File: src/include/ipb_pkg.sv
// ipb_pkg: offsets, field layout and reset values of the priority bank
// assumes a 32-bit apb slave with one aligned word per register
package ipb_pkg;

  localparam int          IPB_NUM_REGS    = 7;
  localparam int          IPB_FIELDS      = 4;
  localparam int          IPB_FIELD_W     = 3;
  localparam int          IPB_REG_W       = 16;
  localparam int          IPB_ADDR_W      = 8;
  localparam int          IPB_FIRST_INDEX = 8;

  localparam logic [7:0]  IPB_OFF_CTRL_8  = 8'h00;
  localparam logic [7:0]  IPB_OFF_CTRL_9  = 8'h04;
  localparam logic [7:0]  IPB_OFF_CTRL_10 = 8'h08;
  localparam logic [7:0]  IPB_OFF_CTRL_11 = 8'h0C;
  localparam logic [7:0]  IPB_OFF_CTRL_12 = 8'h10;
  localparam logic [7:0]  IPB_OFF_CTRL_13 = 8'h14;
  localparam logic [7:0]  IPB_OFF_CTRL_14 = 8'h18;
  localparam logic [7:0]  IPB_OFF_LEVEL   = 8'h1C;

  localparam int          IPB_POS_F3      = 12;
  localparam int          IPB_POS_F2      = 8;
  localparam int          IPB_POS_F1      = 4;
  localparam int          IPB_POS_F0      = 0;

  localparam logic [15:0] IPB_IMPL_MASK   = 16'h7777;
  localparam logic [2:0]  IPB_FIELD_RST   = 3'h4;
  localparam logic [15:0] IPB_REG_RST     = 16'h4444;
  localparam logic [2:0]  IPB_PRIO_OFF    = 3'h0;
  localparam logic [2:0]  IPB_PRIO_MAX    = 3'h7;

endpackage
File: src/design/ipb_level_decode.sv
// ipb_level_decode: turns one 3-bit priority field into level and enable
// assumes field values come straight from the register bank
`timescale 1ns/1ns
`default_nettype none

module ipb_level_decode
  import ipb_pkg::*;
(
  input  wire logic [2:0] field_i,
  output logic            enable_o,
  output logic            top_o,
  output logic [2:0]      level_o
);

  assign enable_o = (field_i != IPB_PRIO_OFF);
  assign top_o    = (field_i == IPB_PRIO_MAX);
  assign level_o  = field_i;

endmodule

`default_nettype wire

File: src/design/ipb_prio_bank.sv
// ipb_prio_bank: seven interrupt priority registers behind an apb slave
// assumes apb master on CLK_I, synchronous active-high RESET_I
//
// Function
// - code 111 gives priority seven, highest
// - code 001 lowest, codes map linearly
// - code 000 disables the source
// - bits 15, 11, 7, 3 read zero
// - every field resets to binary 100
// - reg 8: can1 event, can1 rx, spi2
// - reg 9: capture 5,4,3, dma ch3
// - reg 10: compare 7,6,5, capture 6
// - reg 11: timer6, dma4, parallel, compare8
// - reg 12: timer8, i2c2 master/slave, timer7
// - reg 13: can2 rx, ext 4,3, timer9
// - reg 14: codec err, quad, pwm, can2
//
// Register access over APB and the register offsets were chosen for this implementation.
`timescale 1ns/1ns
`default_nettype none

module ipb_prio_bank
  import ipb_pkg::*;
(
  input  wire logic        CLK_I,
  input  wire logic        RESET_I,
  input  wire logic        PSEL_I,
  input  wire logic        PENABLE_I,
  input  wire logic        PWRITE_I,
  input  wire logic [7:0]  PADDR_I,
  input  wire logic [31:0] PWDATA_I,
  input  wire logic [3:0]  PSTRB_I,
  output logic      [31:0] PRDATA_O,
  output logic             PREADY_O,
  output logic             PSLVERR_O,
  output logic [2:0]       CAN1_EVENT_PRIO_O,
  output logic [2:0]       CAN1_RX_READY_PRIO_O,
  output logic [2:0]       SPI2_EVENT_PRIO_O,
  output logic [2:0]       SPI2_ERROR_PRIO_O,
  output logic [2:0]       CAPTURE5_PRIO_O,
  output logic [2:0]       CAPTURE4_PRIO_O,
  output logic [2:0]       CAPTURE3_PRIO_O,
  output logic [2:0]       DMA_CH3_DONE_PRIO_O,
  output logic [2:0]       COMPARE7_PRIO_O,
  output logic [2:0]       COMPARE6_PRIO_O,
  output logic [2:0]       COMPARE5_PRIO_O,
  output logic [2:0]       CAPTURE6_PRIO_O,
  output logic [2:0]       TIMER6_PRIO_O,
  output logic [2:0]       DMA_CH4_DONE_PRIO_O,
  output logic [2:0]       PARALLEL_PORT_PRIO_O,
  output logic [2:0]       COMPARE8_PRIO_O,
  output logic [2:0]       TIMER8_PRIO_O,
  output logic [2:0]       I2C2_MASTER_PRIO_O,
  output logic [2:0]       I2C2_SLAVE_PRIO_O,
  output logic [2:0]       TIMER7_PRIO_O,
  output logic [2:0]       CAN2_RX_READY_PRIO_O,
  output logic [2:0]       EXT_IRQ4_PRIO_O,
  output logic [2:0]       EXT_IRQ3_PRIO_O,
  output logic [2:0]       TIMER9_PRIO_O,
  output logic [2:0]       CODEC_IF_ERROR_PRIO_O,
  output logic [2:0]       QUAD_DECODER1_PRIO_O,
  output logic [2:0]       PWM_SPECIAL_MATCH_PRIO_O,
  output logic [2:0]       CAN2_EVENT_PRIO_O,
  output logic [27:0]      SOURCE_ENABLE_O
);

  localparam int NSRC = IPB_NUM_REGS * IPB_FIELDS;

  logic [15:0] prio_reg [IPB_NUM_REGS];
  logic [15:0] prio_next [IPB_NUM_REGS];
  logic [2:0]  field [NSRC];
  logic [2:0]  level [NSRC];
  logic        src_en [NSRC];
  logic        src_top [NSRC];
  logic [27:0] enable_vec;
  logic [27:0] top_vec;
  logic [31:0] rdata_reg;
  logic [31:0] rdata_next;
  logic        slverr_reg;
  logic        wr_access;
  logic        rd_access;
  logic        sel_valid;
  logic [2:0]  sel_idx;
  logic [15:0] wmask;
  logic [2:0]  high_level;

  // write lands on the access edge, when pready is sampled
  assign wr_access = PSEL_I & PENABLE_I & PWRITE_I;
  assign rd_access = PSEL_I & ~PENABLE_I & ~PWRITE_I;

  // address decode
  always_comb
  begin
    sel_valid = 1'b1;
    sel_idx   = 3'h0;
    if (PADDR_I == IPB_OFF_CTRL_8)
      sel_idx = 3'h0;
    else if (PADDR_I == IPB_OFF_CTRL_9)
      sel_idx = 3'h1;
    else if (PADDR_I == IPB_OFF_CTRL_10)
      sel_idx = 3'h2;
    else if (PADDR_I == IPB_OFF_CTRL_11)
      sel_idx = 3'h3;
    else if (PADDR_I == IPB_OFF_CTRL_12)
      sel_idx = 3'h4;
    else if (PADDR_I == IPB_OFF_CTRL_13)
      sel_idx = 3'h5;
    else if (PADDR_I == IPB_OFF_CTRL_14)
      sel_idx = 3'h6;
    else
      sel_valid = 1'b0;
  end

  // byte-lane mask, only implemented bits writable
  assign wmask = {{8{PSTRB_I[1]}}, {8{PSTRB_I[0]}}} & IPB_IMPL_MASK;

  genvar g;
  generate
    for (g = 0; g < IPB_NUM_REGS; g++)
    begin : g_reg
      always_comb
      begin
        prio_next[g] = prio_reg[g];
        if (wr_access && sel_valid && sel_idx == 3'(g))
          prio_next[g] = (prio_reg[g] & ~wmask)
                       | (PWDATA_I[15:0] & wmask);
      end

      always_ff @(posedge CLK_I)
      begin
        if (RESET_I)
          prio_reg[g] <= IPB_REG_RST;
        else
          prio_next_store: prio_reg[g] <= prio_next[g] & IPB_IMPL_MASK;
      end
    end

    for (g = 0; g < NSRC; g++)
    begin : g_src
      localparam int R = g / IPB_FIELDS;
      localparam int F = (IPB_FIELDS - 1) - (g % IPB_FIELDS);
      assign field[g] = prio_reg[R][F*4 +: IPB_FIELD_W];
      ipb_level_decode u_dec
      (
        .field_i  (field[g]),
        .enable_o (src_en[g]),
        .top_o    (src_top[g]),
        .level_o  (level[g])
      );
      assign enable_vec[g] = src_en[g];
      assign top_vec[g]    = src_top[g];
    end
  endgenerate

  // highest level among all enabled sources
  always_comb
  begin
    high_level = IPB_PRIO_OFF;
    for (int i = 0; i < NSRC; i++)
      if (src_en[i] && level[i] > high_level)
        high_level = level[i];
  end

  // read mux, unused bits zero
  always_comb
  begin
    rdata_next = 32'h0000_0000;
    if (rd_access)
    begin
      if (sel_valid)
        rdata_next = {16'h0000, prio_reg[sel_idx] & IPB_IMPL_MASK};
      else if (PADDR_I == IPB_OFF_LEVEL)
        rdata_next = {28'h0000000, |top_vec, high_level};
    end
  end

  always_ff @(posedge CLK_I)
  begin
    if (RESET_I)
      rdata_reg <= 32'h0000_0000;
    else if (rd_access)
      rdata_reg <= rdata_next;
  end

  always_ff @(posedge CLK_I)
  begin
    if (RESET_I)
      slverr_reg <= 1'b0;
    else if (PSEL_I && !PENABLE_I)
      slverr_reg <= !sel_valid
                    && !(PADDR_I == IPB_OFF_LEVEL && !PWRITE_I);
  end

  assign PRDATA_O  = rdata_reg;
  assign PREADY_O  = 1'b1;
  assign PSLVERR_O = PSEL_I & PENABLE_I & slverr_reg;

  assign SOURCE_ENABLE_O = enable_vec;

  // field to source mapping
  assign CAN1_EVENT_PRIO_O        = field[0];
  assign CAN1_RX_READY_PRIO_O     = field[1];
  assign SPI2_EVENT_PRIO_O        = field[2];
  assign SPI2_ERROR_PRIO_O        = field[3];
  assign CAPTURE5_PRIO_O          = field[4];
  assign CAPTURE4_PRIO_O          = field[5];
  assign CAPTURE3_PRIO_O          = field[6];
  assign DMA_CH3_DONE_PRIO_O      = field[7];
  assign COMPARE7_PRIO_O          = field[8];
  assign COMPARE6_PRIO_O          = field[9];
  assign COMPARE5_PRIO_O          = field[10];
  assign CAPTURE6_PRIO_O          = field[11];
  assign TIMER6_PRIO_O            = field[12];
  assign DMA_CH4_DONE_PRIO_O      = field[13];
  assign PARALLEL_PORT_PRIO_O     = field[14];
  assign COMPARE8_PRIO_O          = field[15];
  assign TIMER8_PRIO_O            = field[16];
  assign I2C2_MASTER_PRIO_O       = field[17];
  assign I2C2_SLAVE_PRIO_O        = field[18];
  assign TIMER7_PRIO_O            = field[19];
  assign CAN2_RX_READY_PRIO_O     = field[20];
  assign EXT_IRQ4_PRIO_O          = field[21];
  assign EXT_IRQ3_PRIO_O          = field[22];
  assign TIMER9_PRIO_O            = field[23];
  assign CODEC_IF_ERROR_PRIO_O    = field[24];
  assign QUAD_DECODER1_PRIO_O     = field[25];
  assign PWM_SPECIAL_MATCH_PRIO_O = field[26];
  assign CAN2_EVENT_PRIO_O        = field[27];

endmodule

`default_nettype wire

File: config.mk
export PLATFORM = sky130hd
export DESIGN_NAME = ipb_prio_bank
export DESIGN_NICKNAME = d
export VERILOG_FILES = /design/src/include/ipb_pkg.sv /design/src/design/ipb_level_decode.sv /design/src/design/ipb_prio_bank.sv
export SDC_FILE = /design/constraint.sdc
export NUM_CORES = 1
export LEC_CHECK = 0
export BUFFER_PORTS_ARGS = -buffer_cell sky130_fd_sc_hd__buf_2
export CAP_MARGIN = 20
export CORE_AREA = 2 2 139 141
export CTS_BUF_LIST = sky130_fd_sc_hd__clkbuf_8 sky130_fd_sc_hd__clkbuf_16
export DETAILED_ROUTE_END_ITERATION = 10
export DIE_AREA = 0 0 141 143
export PLACE_DENSITY_LB_ADDON = 0.25
export SLEW_MARGIN = 20
export SYNTH_ARGS = -nofsm -noshare
export SYNTH_HDL_FRONTEND = slang
export SYNTH_SLANG_ARGS = --single-unit
File: constraint.sdc
create_clock -name CLK_I -period 30.7 [get_ports CLK_I]
set_input_delay 6.14 -clock CLK_I [delete_from_list [all_inputs] [get_ports CLK_I]]
set_output_delay 6.14 -clock CLK_I [all_outputs]
set_load 0.05 [all_outputs]
==> impl_metrics.yaml <==
outcome:
  status: "complete, but fails checks"
  violations: "negative setup slack"
yosys:
  synth_common_cells: "nor2_1, nand2_1, dfxtp_1"
  synth_ff_type: "dfxtp_1"
  synth_area_leaders: "dfxtp_1, mux2i_1, nor2_1, nand2_1, ha_1"
  yosysTopAreaCell: "dfxtp_1"
  netlist.area_leader.share_pct: 21.3
  synthArstFlopShare_pct: 0
  synth_most_common_cell: "nor2_1"
  ys_ff_latch: 98
  syn_area_um2: 9200
  synth.lib_cells_used.distinct: 103
  yosysWarnings: 0
  synth_edf_count: 0
  synth_cells: 1273
  avgSynthCellArea_um2: 7.23
  yosysSeqAreaShare_pct: 21.3
worst_setup_path:
  cp_slowest_stage_delay_ns: 0.40
  crit_top_cell: "buf_4"
  crit_path_top_delay_cell: "or3_4"
  crit_path_end_kind: "flip-flop"
  start_kind: "flip-flop"
  crit_fanout: 6
  path_class: "flip-flop to flip-flop"
  rr_endpoint: "PRDATA_O[0]$_SDFFE_PP0P_"
  r2r_slack_ns: -2.70
  worstPathRequired_ns: 30.93
  rr_worst_depth: 212
  arrival_ns: 33.64
route:
  vias: 11654
  drt_iter0_drc: 1245
  dr.pass1.iters: 8
  routed_wirelength_um: 40000
  vias_per_cell: 6.44
  drc: 0
  ant_nets: 0
  wl_per_cell_um: 22.1
clocking:
  cts_buffer_depth: 2
  worstSkewPairLatency_ns: 0.35
  cts_max_level: 3
  cts_sinks: 98
  cts_tree: "yes"
  cts-buffers-inserted: 9
  holdBufCountCts: 0
  cts_root_buf: "clkbuf_16"
  clk_pin_slew_ns: 0.07
cells_and_area:
  fin_util_pct: 70.2
  fin_nets: 1653
  drive_gt1_share_pct: 39.3
  syn2layout_area_growth_pct: 41.9
  stdcell_area_um2: 13100
global_routing:
  grt_use_total_pct: 36.4
  overflow: 0
  antenna_found_initial: 2
  grt_max_degree: 82
  grt_pass1_vias: 10658
  grt_first_pass_wirelength_um: 58400
sta:
  relSlewSlack_pct: 28.8
  min_period_over_period_pct: 109
  fmaxAchievable_mhz: 29.9
  finClkSkew_ns: 0.00648
  fin_ws_ns: -2.70
  drv_slew: 0
  tightestPinTransition_ns: 1.06
  setup_viol: 3
  rsz0062_at_grt: "yes"
  period_needed_ns: 33.40
  finalHoldViolCount: 0
die:
  coreArea_um2: 18600
  io_pins: 195
  core.rowCount: 50
  fp.dieW_um: 141
  start_util_pct: 49.5
  die_h_um: 143
  die-area_um2: 20200
place:
  place_congestion: 0.972
  port_buffers: 152
  place_hpwl_um: 26200
  dpl_cell_area_um2: 10800
pwr:
  p_leak_nw: 5.62
  power.density_nw_per_um2: 25.5
  max-vdd-ir-drop_uv: 31.2
worst_hold_path:
  hp-class: "flip-flop to flip-flop"
  holdPathStages: 2
  holdPathEnd: "PRDATA_O[9]$_SDFFE_PP0P_"
  hold_path_startpoint: "PRDATA_O[9]$_SDFFE_PP0P_"
flow_run:
  maxCapViolations: 0
-- cell type report --
class,count,area [um2]
Inverter,64,245
Tap cell,234,293
Fill cell,1477,5530
Clock buffer,10,239
Sequential cell,98,1980
Clock inverter,6,65.1
Antenna cell,1,2.50
Multi-Input combinational cell,1015,7660
Timing Repair Buffer,383,2560
-- how the worst max path moves through the flow --
stage | endpoint | depth (start not counted)
6_report | PRDATA_O[0]$_SDFFE_PP0P_ | 212
5_1_grt | PRDATA_O[0]$_SDFFE_PP0P_ | 201
3_3_place_gp | PRDATA_O[0]$_SDFFE_PP0P_ | 194
2_1_floorplan | PRDATA_O[1]$_SDFFE_PP0P_ | 192
4_1_cts | PRDATA_O[0]$_SDFFE_PP0P_ | 195
3_5_place_dp | PRDATA_O[1]$_SDFFE_PP0P_ | 196
-- cell families (layout without fill, tap and decap cells) --
| group | Yosys count | in the layout | share of synthesized area (%) |
|---|---|---|---|
| compound gates | 356 | 356 | 28.0 |
| flops | 98 | 98 | 21.3 |
| buf+inv | 178 | 463 | 9.34 |
| fa+ha+maj | 34 | 34 | 4.60 |
| simple gates | 527 | 527 | 28.1 |
| mux | 78 | 78 | 8.54 |
| other cells | 2 | 21 | 0.0816 |
-- stage by stage --
step	instances	hold slack, ns	TNS, ns	setup slack [ns]	total power [mW]
2_1_floorplan	1291	0.448	-1.49	-0.553	0.165
5_1_grt	1811	0.518	-11.85	-4.01	0.340
3_5_place_dp	1662	0.472	-8.93	-3.02	0.179
3_3_place_gp	1662	0.469	-7.43	-2.53	0.178
6_report	1811	0.484	-7.61	-2.70	0.333
4_1_cts	1786	0.486	-4.99	-1.71	0.313
-- report_power, final --
part,total [mW],switching [mW],internal [mW]
Clock,0.118,0.0521,0.0656
Combinational,0.0886,0.0457,0.0430
Sequential,0.127,0.000193,0.127
Total,0.333,0.0980,0.235
-- worst max-delay path, delay by kind of cell (launching register included) --
kind,cells,cell delay (ns)
compound gates,75,11.87
simple gates,54,6.81
buf+inv,56,6.70
fa+ha+maj,23,6.35
mux,4,1.14
flops,1,0.37
-- what timing repair did --
action,4_1_cts,5_1_grt
setup buffers,111,27
endpoints found under the setup margin,3,3
cloned,0,0
hold endpoints to repair,0,0
pin swaps,147,115
gates resized for setup,71,101
-- per-layer routing --
metal  track usage [%]  part of all wire, %  vias up
met5                 0                0.040        -
met4              19.9                  5.6        2
met3              4.93                  9.8      177
met2              60.5                   47      749
met1              46.0                   38     5477
li1                  -                    -     5249
-- cells in the final DEF, fill, tap and decap left out, types with 8 or more instances in the layout --
cell	netlist	layout
nor2_2	0	8
buf_2	6	152
o21a_1	8	8
clkbuf_16	0	9
inv_1	61	56
nor4_1	12	9
o21ai_2	1	11
nor2_4	1	20
o21ai_1	11	17
o22ai_1	14	11
mux2i_1	74	72
and3_1	24	23
dfxtp_1	98	92
a21o_1	8	8
ha_1	33	8
o21ai_0	55	37
buf_4	49	216
a31oi_1	16	15
o31ai_1	16	11
nor3_1	24	19
conb_1	2	20
nand4_1	12	12
nand3_2	0	8
nand2b_1	10	8
a21oi_1	64	49
ha_4	0	24
nand2_1	124	116
nor2_1	173	146
a21oi_2	1	12
nand3_1	61	52
a211o_1	16	16
or3_1	28	26
buf_6	0	14
nand2_2	2	8
o211ai_1	31	31
a211oi_2	1	9
Note: power is estimated with default switching activity, not from simulation.
